File: src/shared/sbl_consts.vh
// Purpose: Constants for the serial boot loader command handler.
// Assumes: A 250 MHz reference clock.
// Notes:   Byte codes, memory windows and timing figures, all as macros.
`ifndef SBL_CONSTS_VH
`define SBL_CONSTS_VH

// ****************************************************************
// Timing
// ****************************************************************
`define SBL_CLK_HZ 250000000
`define SBL_INIT_BAUD 9600
// Bit time at the initial rate, in clock cycles.
`define SBL_INIT_BIT_CYC (`SBL_CLK_HZ / `SBL_INIT_BAUD)
// Repeats of an error code before the halt.
`define SBL_ERR_REPEAT 2'h3

// ****************************************************************
// Serial byte codes
// ****************************************************************
`define SBL_SYNC_BYTE 8'h5A
`define SBL_BAUD_INIT 8'h28
`define SBL_CMD_FLASH 8'h30
`define SBL_CMD_RAM 8'h60
`define SBL_ERR_RXE 8'hA1
`define SBL_ERR_AUX 8'hA3
`define SBL_ERR_BAUD 8'h62
`define SBL_ERR_CMD 8'h63
`define SBL_START_MARK 8'h3A
`define SBL_ERASED 8'hFF

// ****************************************************************
// Hex record types
// ****************************************************************
`define SBL_REC_DATA 8'h00
`define SBL_REC_END 8'h01
`define SBL_REC_SEG 8'h02
`define SBL_REC_LIN 8'h04

// ****************************************************************
// Memory windows
// ****************************************************************
`define SBL_BLANK_BASE 24'h0F_FFE0
`define SBL_BLANK_LAST 8'h1F
`define SBL_ADDR_BYTES 8'h05

`endif

File: src/core/sbl_loader.v
// Purpose: Serial boot command handler for flash writing and RAM loading.
// Assumes: Memory answers a read on MEM_RDATA_I one cycle after MEM_RD_O.
// Notes:   Every halt is left only through RST_N_I.
// Function
// - Auto-baud on sync byte, echo, else silent
// - Third byte: echo baud or error thrice, halt
// - Echo command byte; same rate afterwards
// - Bad command: error code thrice, halt
// - Two 24-bit password addresses, no reply
// - Compare N bytes from compare address
// - Password mismatch halts silently
// - Erased top 32 bytes skip password
// - Bad password addresses halt until reset
// - Read protection halts instead of command
// - Receive error in password phase halts
// - No echo during hex download
// - Ignore bytes until start mark
// - Record: length, address, type, data, checksum
// - RAM mode writes record data at address
// - Receive or format error halts silently
// - After end record send sum, upper first
// - Flash mode returns to command wait
// - RAM mode jumps to first data record address
`include "sbl_consts.vh"

module sbl_loader #(
  parameter DIV_W = 16,
  parameter INIT_BIT_CYC = `SBL_INIT_BIT_CYC
) (
  input wire REF_CLK_I,
  input wire RST_N_I,
  input wire RXD_I,
  output wire TXD_O,
  input wire RD_PROTECT_I,
  output reg MEM_RD_O,
  output reg MEM_WR_O,
  output reg MEM_RAM_SEL_O,
  output reg [23:0] MEM_ADDR_O,
  output reg [7:0] MEM_WDATA_O,
  input wire [7:0] MEM_RDATA_I,
  output reg HALTED_O,
  output reg JUMP_O,
  output reg [23:0] JUMP_ADDR_O
);

  // ****************************************************************
  // States
  // ****************************************************************
  localparam S_MEAS = 5'd0;
  localparam S_SKIP = 5'd1;
  localparam S_SYNC = 5'd2;
  localparam S_TX = 5'd3;
  localparam S_BAUD = 5'd4;
  localparam S_CMD = 5'd5;
  localparam S_ADDR = 5'd6;
  localparam S_BLANK = 5'd7;
  localparam S_CNT = 5'd8;
  localparam S_PW = 5'd9;
  localparam S_HIDLE = 5'd10;
  localparam S_HLEN = 5'd11;
  localparam S_HAH = 5'd12;
  localparam S_HAL = 5'd13;
  localparam S_HTYPE = 5'd14;
  localparam S_HDATA = 5'd15;
  localparam S_HCK = 5'd16;
  localparam S_SUMLO = 5'd17;
  localparam S_JUMP = 5'd18;
  localparam S_RUN = 5'd19;
  localparam S_HALT = 5'd20;

  localparam [DIV_W-1:0] INIT_DIV = INIT_BIT_CYC[DIV_W-1:0];
  localparam [DIV_W-1:0] DIV_TOL = INIT_DIV >> 3;

  function [23:0] add24;
    input [23:0] a;
    input [23:0] b;
    begin
      add24 = a + b;
    end
  endfunction

  reg [4:0] st_q;
  reg [4:0] ret_q;
  reg [DIV_W-1:0] div_q;
  reg [19:0] cnt_q;
  reg [7:0] idx_q;
  reg [1:0] ph_q;
  reg [47:0] pw_addr_q;
  reg [7:0] pw_n_q;
  reg [7:0] hold_q;
  reg blank_q;
  reg tx_go_q;
  reg [7:0] tx_byte_q;
  reg [1:0] rep_q;
  reg [7:0] len_q;
  reg [15:0] rec_addr_q;
  reg [7:0] type_q;
  reg [7:0] ck_q;
  reg [15:0] ext_q;
  reg [23:0] base_q;
  reg first_q;
  reg [15:0] sum_q;

  wire rx_valid;
  wire [7:0] rx_byte;
  wire rx_ferr;
  wire tx_done;
  wire [DIV_W-1:0] half = cnt_q[DIV_W:1];
  wire [DIV_W-1:0] dev = (half > INIT_DIV) ? half - INIT_DIV : INIT_DIV - half;
  // The receiver is held idle while the bit time is being measured and the rest of its frame skipped, after the jump and once halted.
  wire rx_en = (st_q != S_MEAS) && (st_q != S_SKIP) && (st_q != S_HALT) &&
               (st_q != S_RUN);
  wire [7:0] ck_next = ck_q + rx_byte;

  sbl_uart #(.DIV_W(DIV_W)) u_uart (
    .clk_i(REF_CLK_I),
    .rst_n_i(RST_N_I),
    .div_i(div_q),
    .rx_en_i(rx_en),
    .rxd_i(RXD_I),
    .tx_go_i(tx_go_q),
    .tx_byte_i(tx_byte_q),
    .rx_valid_o(rx_valid),
    .rx_byte_o(rx_byte),
    .rx_ferr_o(rx_ferr),
    .tx_done_o(tx_done),
    .txd_o(TXD_O)
  );

  // ****************************************************************
  // Command sequencer
  // ****************************************************************
  always @(posedge REF_CLK_I or negedge RST_N_I) begin
    if (!RST_N_I) begin
      st_q <= S_MEAS;
      ret_q <= S_MEAS;
      div_q <= INIT_DIV;
      cnt_q <= 20'h0_0000;
      idx_q <= 8'h00;
      ph_q <= 2'h0;
      pw_addr_q <= 48'h0000_0000_0000;
      pw_n_q <= 8'h00;
      hold_q <= 8'h00;
      blank_q <= 1'b0;
      tx_go_q <= 1'b0;
      tx_byte_q <= 8'h00;
      rep_q <= 2'h0;
      len_q <= 8'h00;
      rec_addr_q <= 16'h0000;
      type_q <= 8'h00;
      ck_q <= 8'h00;
      ext_q <= 16'h0000;
      base_q <= 24'h00_0000;
      first_q <= 1'b0;
      sum_q <= 16'h0000;
      MEM_RD_O <= 1'b0;
      MEM_WR_O <= 1'b0;
      MEM_RAM_SEL_O <= 1'b0;
      MEM_ADDR_O <= 24'h00_0000;
      MEM_WDATA_O <= 8'h00;
      HALTED_O <= 1'b0;
      JUMP_O <= 1'b0;
      JUMP_ADDR_O <= 24'h00_0000;
    end else begin
      tx_go_q <= 1'b0;
      MEM_RD_O <= 1'b0;
      MEM_WR_O <= 1'b0;
      JUMP_O <= 1'b0;
      case (st_q)
        // The sync byte opens with start plus a low bit 0, so its first low
        // pulse is two bit times long; half of it becomes the bit time.
        S_MEAS: begin
          if (!RXD_I) begin
            if (cnt_q[16:0] != 17'h1_FFFF) begin
              cnt_q <= cnt_q + 20'h0_0001;
            end
          end else if (cnt_q != 20'h0_0000) begin
            if (dev <= DIV_TOL) begin
              div_q <= half;
              cnt_q <= {1'b0, half, 3'b000};
              st_q <= S_SKIP;
            end else begin
              cnt_q <= 20'h0_0000;
            end
          end
        end
        // Let the rest of the measured frame pass before listening.
        S_SKIP: begin
          if (cnt_q == 20'h0_0000) begin
            st_q <= S_SYNC;
          end else begin
            cnt_q <= cnt_q - 20'h0_0001;
          end
        end
        S_SYNC: begin
          if (rx_valid) begin
            if (!rx_ferr && rx_byte == `SBL_SYNC_BYTE) begin
              tx_byte_q <= rx_byte;
              rep_q <= 2'h1;
              tx_go_q <= 1'b1;
              ret_q <= S_BAUD;
              st_q <= S_TX;
            end else begin
              cnt_q <= 20'h0_0000;
              st_q <= S_MEAS;
            end
          end
        end
        S_TX: begin
          if (tx_done) begin
            if (rep_q == 2'h1) begin
              st_q <= ret_q;
            end else begin
              rep_q <= rep_q - 2'h1;
              tx_go_q <= 1'b1;
            end
          end
        end
        S_BAUD: begin
          if (rx_valid) begin
            tx_go_q <= 1'b1;
            st_q <= S_TX;
            if (rx_ferr) begin
              tx_byte_q <= `SBL_ERR_RXE;
              rep_q <= `SBL_ERR_REPEAT;
              ret_q <= S_HALT;
            end else if (rx_byte == `SBL_BAUD_INIT) begin
              tx_byte_q <= rx_byte;
              rep_q <= 2'h1;
              ret_q <= S_CMD;
            end else begin
              tx_byte_q <= `SBL_ERR_BAUD;
              rep_q <= `SBL_ERR_REPEAT;
              ret_q <= S_HALT;
            end
          end
        end
        S_CMD: begin
          if (rx_valid) begin
            first_q <= 1'b0;
            sum_q <= 16'h0000;
            base_q <= 24'h00_0000;
            idx_q <= 8'h00;
            rep_q <= `SBL_ERR_REPEAT;
            ret_q <= S_HALT;
            tx_go_q <= 1'b1;
            st_q <= S_TX;
            if (rx_ferr) begin
              tx_byte_q <= `SBL_ERR_RXE;
            end else if (rx_byte != `SBL_CMD_FLASH && rx_byte != `SBL_CMD_RAM) begin
              tx_byte_q <= `SBL_ERR_CMD;
            end else if (RD_PROTECT_I) begin
              tx_go_q <= 1'b0;
              st_q <= S_HALT;
            end else begin
              MEM_RAM_SEL_O <= (rx_byte == `SBL_CMD_RAM);
              tx_byte_q <= rx_byte;
              rep_q <= 2'h1;
              ret_q <= S_ADDR;
            end
          end
        end
        S_ADDR: begin
          if (rx_valid) begin
            if (rx_ferr) begin
              st_q <= S_HALT;
            end else begin
              pw_addr_q <= {pw_addr_q[39:0], rx_byte};
              idx_q <= idx_q + 8'h01;
              if (idx_q == `SBL_ADDR_BYTES) begin
                idx_q <= 8'h00;
                ph_q <= 2'h0;
                blank_q <= 1'b1;
                st_q <= S_BLANK;
              end
            end
          end
        end
        // Reads take three phases: issue, wait, sample.
        S_BLANK: begin
          ph_q <= ph_q + 2'h1;
          if (ph_q == 2'h0) begin
            MEM_RD_O <= 1'b1;
            MEM_ADDR_O <= add24(`SBL_BLANK_BASE, {16'h0000, idx_q});
          end else if (ph_q == 2'h2) begin
            ph_q <= 2'h0;
            idx_q <= idx_q + 8'h01;
            if (idx_q == `SBL_BLANK_LAST) begin
              idx_q <= 8'h00;
              if (blank_q && MEM_RDATA_I == `SBL_ERASED) begin
                st_q <= S_HIDLE;
              end else begin
                st_q <= S_CNT;
              end
            end else if (MEM_RDATA_I != `SBL_ERASED) begin
              blank_q <= 1'b0;
            end
          end
        end
        S_CNT: begin
          ph_q <= ph_q + 2'h1;
          if (ph_q == 2'h0) begin
            MEM_RD_O <= 1'b1;
            MEM_ADDR_O <= pw_addr_q[47:24];
          end else if (ph_q == 2'h2) begin
            ph_q <= 2'h0;
            pw_n_q <= MEM_RDATA_I;
            // A zero count means the count address was wrong.
            st_q <= (MEM_RDATA_I == 8'h00) ? S_HALT : S_PW;
          end
        end
        S_PW: begin
          if (ph_q == 2'h0) begin
            if (rx_valid) begin
              if (rx_ferr) begin
                st_q <= S_HALT;
              end else begin
                hold_q <= rx_byte;
                MEM_RD_O <= 1'b1;
                MEM_ADDR_O <= add24(pw_addr_q[23:0], {16'h0000, idx_q});
                ph_q <= 2'h1;
              end
            end
          end else if (ph_q == 2'h1) begin
            ph_q <= 2'h2;
          end else begin
            ph_q <= 2'h0;
            idx_q <= idx_q + 8'h01;
            if (MEM_RDATA_I != hold_q) begin
              st_q <= S_HALT;
            end else if (idx_q + 8'h01 == pw_n_q) begin
              st_q <= S_HIDLE;
            end
          end
        end
        // No branch below starts the transmitter until the sum is due.
        S_HIDLE: begin
          if (rx_valid) begin
            if (rx_ferr) begin
              st_q <= S_HALT;
            end else if (rx_byte == `SBL_START_MARK) begin
              st_q <= S_HLEN;
            end
          end
        end
        S_HLEN, S_HAH, S_HAL, S_HTYPE, S_HDATA, S_HCK: begin
          if (rx_valid) begin
            ck_q <= ck_next;
            if (rx_ferr) begin
              st_q <= S_HALT;
            end else if (st_q == S_HLEN) begin
              len_q <= rx_byte;
              ck_q <= rx_byte;
              st_q <= S_HAH;
            end else if (st_q == S_HAH) begin
              rec_addr_q[15:8] <= rx_byte;
              st_q <= S_HAL;
            end else if (st_q == S_HAL) begin
              rec_addr_q[7:0] <= rx_byte;
              st_q <= S_HTYPE;
            end else if (st_q == S_HTYPE) begin
              type_q <= rx_byte;
              idx_q <= 8'h00;
              st_q <= (len_q == 8'h00) ? S_HCK : S_HDATA;
              if (!((rx_byte == `SBL_REC_DATA) ||
                    (rx_byte == `SBL_REC_END && len_q == 8'h00) ||
                    ((rx_byte == `SBL_REC_SEG || rx_byte == `SBL_REC_LIN) &&
                     len_q == 8'h02))) begin
                st_q <= S_HALT;
              end
            end else if (st_q == S_HDATA) begin
              idx_q <= idx_q + 8'h01;
              if (idx_q + 8'h01 == len_q) begin
                st_q <= S_HCK;
              end
              if (type_q == `SBL_REC_DATA) begin
                MEM_WR_O <= 1'b1;
                MEM_ADDR_O <= add24(base_q, {8'h00, rec_addr_q + {8'h00, idx_q}});
                MEM_WDATA_O <= rx_byte;
                sum_q <= sum_q + {8'h00, rx_byte};
                if (!first_q) begin
                  first_q <= 1'b1;
                  JUMP_ADDR_O <= add24(base_q, {8'h00, rec_addr_q});
                end
              end else begin
                ext_q <= {ext_q[7:0], rx_byte};
              end
            end else begin
              st_q <= S_HIDLE;
              if (ck_next != 8'h00) begin
                st_q <= S_HALT;
              end else if (type_q == `SBL_REC_END) begin
                tx_byte_q <= sum_q[15:8];
                rep_q <= 2'h1;
                tx_go_q <= 1'b1;
                ret_q <= S_SUMLO;
                st_q <= S_TX;
              end else if (type_q == `SBL_REC_SEG) begin
                base_q <= {4'h0, ext_q, 4'h0};
              end else if (type_q == `SBL_REC_LIN) begin
                base_q <= {ext_q[7:0], 16'h0000};
              end
            end
          end
        end
        S_SUMLO: begin
          tx_byte_q <= sum_q[7:0];
          rep_q <= 2'h1;
          tx_go_q <= 1'b1;
          ret_q <= MEM_RAM_SEL_O ? S_JUMP : S_CMD;
          st_q <= S_TX;
        end
        S_JUMP: begin
          JUMP_O <= 1'b1;
          st_q <= S_RUN;
        end
        S_RUN: begin
          st_q <= S_RUN;
        end
        S_HALT: begin
          HALTED_O <= 1'b1;
        end
        default: begin
          st_q <= S_HALT;
        end
      endcase
    end
  end

endmodule

File: src/core/sbl_uart.v
// Purpose: Byte-level serial receiver and transmitter, 8N1, run-time bit time.
// Assumes: Receive line synchronous to the clock; divider given in cycles per bit.
// Notes:   Receive samples at mid-bit; framing error is a low stop bit.
`include "sbl_consts.vh"

module sbl_uart #(
  parameter DIV_W = 16
) (
  input wire clk_i,
  input wire rst_n_i,
  input wire [DIV_W-1:0] div_i,
  input wire rx_en_i,
  input wire rxd_i,
  input wire tx_go_i,
  input wire [7:0] tx_byte_i,
  output reg rx_valid_o,
  output reg [7:0] rx_byte_o,
  output reg rx_ferr_o,
  output reg tx_done_o,
  output reg txd_o
);

  // ****************************************************************
  // Receiver
  // ****************************************************************
  reg rx_run_q;
  reg [DIV_W-1:0] rx_cnt_q;
  reg [3:0] rx_bit_q;

  always @(posedge clk_i or negedge rst_n_i) begin
    if (!rst_n_i) begin
      rx_run_q <= 1'b0;
      rx_cnt_q <= {DIV_W{1'b0}};
      rx_bit_q <= 4'h0;
      rx_valid_o <= 1'b0;
      rx_byte_o <= 8'h00;
      rx_ferr_o <= 1'b0;
    end else begin
      rx_valid_o <= 1'b0;
      if (!rx_en_i) begin
        rx_run_q <= 1'b0;
      end else if (!rx_run_q) begin
        if (!rxd_i) begin
          rx_run_q <= 1'b1;
          rx_cnt_q <= div_i >> 1;
          rx_bit_q <= 4'h0;
        end
      end else if (rx_cnt_q != {DIV_W{1'b0}}) begin
        rx_cnt_q <= rx_cnt_q - 1'b1;
      end else begin
        rx_cnt_q <= div_i - 1'b1;
        rx_bit_q <= rx_bit_q + 4'h1;
        if (rx_bit_q == 4'h0) begin
          // A start bit that is high again at mid-bit was a glitch.
          if (rxd_i) begin
            rx_run_q <= 1'b0;
          end
        end else if (rx_bit_q == 4'h9) begin
          rx_run_q <= 1'b0;
          rx_valid_o <= 1'b1;
          rx_ferr_o <= !rxd_i;
        end else begin
          rx_byte_o <= {rxd_i, rx_byte_o[7:1]};
        end
      end
    end
  end

  // ****************************************************************
  // Transmitter
  // ****************************************************************
  reg tx_busy_q;
  reg [DIV_W-1:0] tx_cnt_q;
  reg [3:0] tx_left_q;
  reg [8:0] tx_sh_q;

  always @(posedge clk_i or negedge rst_n_i) begin
    if (!rst_n_i) begin
      tx_busy_q <= 1'b0;
      tx_cnt_q <= {DIV_W{1'b0}};
      tx_left_q <= 4'h0;
      tx_sh_q <= 9'h1FF;
      tx_done_o <= 1'b0;
      txd_o <= 1'b1;
    end else begin
      tx_done_o <= 1'b0;
      if (!tx_busy_q) begin
        if (tx_go_i) begin
          tx_busy_q <= 1'b1;
          txd_o <= 1'b0;
          tx_sh_q <= {1'b1, tx_byte_i};
          tx_left_q <= 4'h9;
          tx_cnt_q <= div_i - 1'b1;
        end
      end else if (tx_cnt_q != {DIV_W{1'b0}}) begin
        tx_cnt_q <= tx_cnt_q - 1'b1;
      end else if (tx_left_q == 4'h0) begin
        tx_busy_q <= 1'b0;
        tx_done_o <= 1'b1;
      end else begin
        txd_o <= tx_sh_q[0];
        tx_sh_q <= {1'b1, tx_sh_q[8:1]};
        tx_left_q <= tx_left_q - 4'h1;
        tx_cnt_q <= div_i - 1'b1;
      end
    end
  end

endmodule

File: config.mk
export PLATFORM = sky130hd
export DESIGN_NAME = sbl_loader
export DESIGN_NICKNAME = d
export VERILOG_FILES = /design/src/core/sbl_loader.v /design/src/core/sbl_uart.v
export VERILOG_INCLUDE_DIRS = /design/src /design/src/shared
export SDC_FILE = /design/constraint.sdc
export NUM_CORES = 1
export LEC_CHECK = 0
export ABC_AREA = 0
export BUFFER_PORTS_ARGS = -buffer_cell sky130_fd_sc_hd__buf_2
export CAP_MARGIN = 20
export CORE_MARGIN = 5
export CORE_UTILIZATION = 65
export DETAILED_ROUTE_END_ITERATION = 12
export PLACE_DENSITY = 0.83
export SKIP_LAST_GASP = 1
export SLEW_MARGIN = 10
export SYNTH_ARGS = -nofsm -noshare
export SYNTH_HDL_FRONTEND = slang
export SYNTH_SLANG_ARGS = --single-unit
File: constraint.sdc
create_clock -name REF_CLK_I -period 13.3 [get_ports REF_CLK_I]
set_clock_uncertainty 0.2 [all_clocks]
set_input_delay 1.33 -clock REF_CLK_I [delete_from_list [all_inputs] [get_ports REF_CLK_I]]
set_output_delay 1.33 -clock REF_CLK_I [all_outputs]
set_load 0.1 [all_outputs]
==> flow_summary_export.csv <==
group,metric,value,unit
worst_setup_path,cp.required,13550,ps
grt,grt_pass1_vias,18670,
grt,grt_pass1_wl,102000,um
worst_setup_path,cp-start-kind,"flop",
worst_setup_path,crit_family,"simple AND/OR/NAND/NOR gates",
die,die_x,191,um
power_and_ir_drop,powerDensity,103,nW/um2
placed_design,place_congestion,1.03,
grt,use_met2,56.1,%
routing,wire_per_inst,22.6,um
die,die_area,36500,um2
sta,hold_violations,0,
sta,tightest_slew,1040,ps
power_and_ir_drop,leakagePower,0.0107,uW
die,start_util,65.6,%
cts,clk_path_buf_depth,3,
cts,cts_tree,"built",
worst_setup_path,arrival,5800,ps
cells_and_area,diodes,0,
worst_setup_path,worstPathCellList,"inv_1, nor4_1, nand3_1, inv_1, nor2_1, a21oi_2, nand2_1, a221oi_1, o21ai_0, o21a_1",
routing,ant_nets,0,
sta,slew_viol_final,0,
cts,post-cts-setup-buffers,0,
synthesis,netlist_instances,2349,
cts,clk_pin_slew,60,ps
cells_and_area,final_cell_mix,"dfrtp_1 (329), nand2_1 (232), o21ai_0 (217)",
synthesis,synth_edf_count,0,
routing,vias_per_cell,6.72,
synthesis,synth_ff_type,"dfrtp_1",
sta,fin_crit_sh,41.8,%
routing,drt_first_pass_iters,6,
sta,fmax,180,MHz
job,maxCapViolCount,0,
cts,ctsHoldBuffers,0,
placed_design,portBuffers,73,
grt,met1_usage,47.9,%
cells_and_area,drive_gt1_share,14.8,%
synthesis,yosysSeqAreaShare,40.9,%
run_status,outcome,"complete, no violations",
cells_and_area,final_common_cell,"dfrtp_1",
grt,grt-ovfl-total,0,
sta,rsz0062_at_grt,"false",
cells_and_area,areaGrowthSynthToFinish,9.84,%
sta,fin_tns_setup,0,ps
cts,root_buffer,"clkbuf_16",
routing,routed_wl,64100,um
synthesis,synth_warnings,0,
grt,antenna_found_initial,0,
synthesis,ys_ff_latch,347,
worst_setup_path,slowest_delay,860,ps
placed_design,hpwl,44000,um
worst_setup_path,crit_path_frequent_cell,"inv_1",
worst_setup_path,crit_path_end_kind,"flop",
die,die_h,191,um
sta,fin_crit,5560,ps
die,fp-row-count,66,
grt,grt_most_used_layer,"met2",
power_and_ir_drop,ir_drop,0.000116,V
routing,first_iter_violations,2334,
cts,cts_sinks,347,
cts,htreeDepth,2,
die,core_area,32500,um2
worst_setup_path,path_buf_inv,2,
grt,grt.total_usage,34.8,%
cells_and_area,fin_nets,2466,
synthesis,synth_cell_types,87,
die,io_pins,74,
worst_setup_path,worst-setup-path-type,"reg2reg",
synthesis,syn-num-nets,2448,
routing,drc_errors,0,
grt,grt_max_degree,183,
synthesis,async_reset_ff_share,100,%
synthesis,syn_area,21300,um2
routing,via_count,19074,
cts,cts_resized,0,
grt,use_met3,5.84,%
sta,setup_viol,0,
synthesis,avgSynthCellArea,9.06,um2
min_path,hold_path.class,"reg2reg",
worst_setup_path,cp_max_fo,24,
worst_setup_path,crit_slowest_cell,"inv_1",
sta,relSlewSlack,30.1,%
cells_and_area,finish.utilization,72.0,%
cts,clk_latency,560,ps
cts,numCtsBuffers,40,
## cells by family after synthesis
logic type | synth area share [%]
buffers and inverters | 4.29
DFF | 40.9
adders and majority gates | 5.37
muxes | 7.88
AOI/OAI and AO/OA | 19.2
xor gates and xnor gates | 5.51
and+or+nand+nor | 16.9
## area by class of cell
| cell class | count | area, um2 |
|---|---|---|
| repair buffers | 108 | 666 |
| well taps | 442 | 553 |
| clock inverters | 18 | 268 |
| fillers | 2349 | 9070 |
| flip-flops and latches | 347 | 8710 |
| clock buffers | 54 | 1110 |
| inverters | 98 | 368 |
| multi-input cells | 1772 | 11700 |
## flip-flops by register name (all words and copies together), names as in the netlist, 16 cells and up
register         flops
JUMP_ADDR_O         24
rec_addr_q          16
pw_addr_q           48
div_q               16
base_q              20
u_uart.tx_cnt_q     16
sum_q               16
MEM_ADDR_O          24
u_uart.rx_cnt_q     16
ext_q               16
cnt_q               20
## worst min-delay path: cells and delay by family (launching register included)
kind,cells,cell delay [ps]
and+or+nand+nor,2,100
DFF,1,340
## power by group
part	internal, uW	switching, uW
registers	1090	32.8
logic	45.8	79.2
clock network	693	471
total	1830	583
## per-stage QoR
stage                     total power, uW  cell area [um2]  hold slack [ps]  cells  setup WS [ps]
after floorplan                      1210            21300              246   2349           9010
after global placement               1260            21900              234   2761           8040
after detailed placement             1270            22000              254   2764           7820
after CTS                            2420            23300              271   2836           7900
after global routing                 2490            23400              293   2839           7370
final                                2420            23400              272   2839           7740
## Yosys cell counts, drive strengths merged (9+ instances only)
master | instances | area share [%]
a31oi | 25 | 0.73
xnor2 | 81 | 3.3
o22ai | 21 | 0.65
a21o | 29 | 1.0
nor2 | 187 | 3.3
o21a | 19 | 0.67
and3 | 20 | 0.59
nor3 | 68 | 1.6
nand3 | 86 | 2.0
xor2 | 53 | 2.2
mux2 | 132 | 7.0
o22a | 9 | 0.37
mux2i | 19 | 0.89
o221ai | 11 | 0.45
or3 | 28 | 0.82
and2 | 12 | 0.36
o31ai | 14 | 0.49
nand2 | 232 | 4.1
dfstp | 18 | 2.2
nor2b | 16 | 0.47
a222oi | 9 | 0.42
a221oi | 17 | 0.70
buf | 24 | 0.66
nor4 | 22 | 0.65
inv | 98 | 1.7
clkbuf | 108 | 1.9
or2 | 12 | 0.35
dfrtp | 329 | 39
ha | 81 | 4.8
o21ai | 221 | 5.2
a22o | 13 | 0.53
nand2b | 18 | 0.53
nand4 | 23 | 0.71
o211ai | 17 | 0.60
o21bai | 11 | 0.39
a21oi | 134 | 3.2
a22oi | 14 | 0.49
## worst paths after layout
kind | from | end | slack, ps | depth (start not counted)
setup / recovery | st_q[1] | MEM_ADDR_O[10] | 7740 | 10
hold / removal | MEM_WDATA_O[4] | MEM_WDATA_O[4] | 270 | 2
setup reg to reg | st_q[1] | MEM_ADDR_O[10] | 7740 | 10
hold reg to reg | MEM_WDATA_O[4] | MEM_WDATA_O[4] | 270 | 2
max in group asynchronous | RST_N_I | JUMP_ADDR_O[11] | 10810 | 2
min in group asynchronous | RST_N_I | cnt_q[3] | 620 | 1
## routing by layer
layer / up-vias / share of wire [%]
li1: 8541 / -
met1: 9236 / 41
met2: 1080 / 47
met3: 217 / 9.0
met4: 0 / 3.6
met5: - / 0
Power figures use the tool's default switching activity.
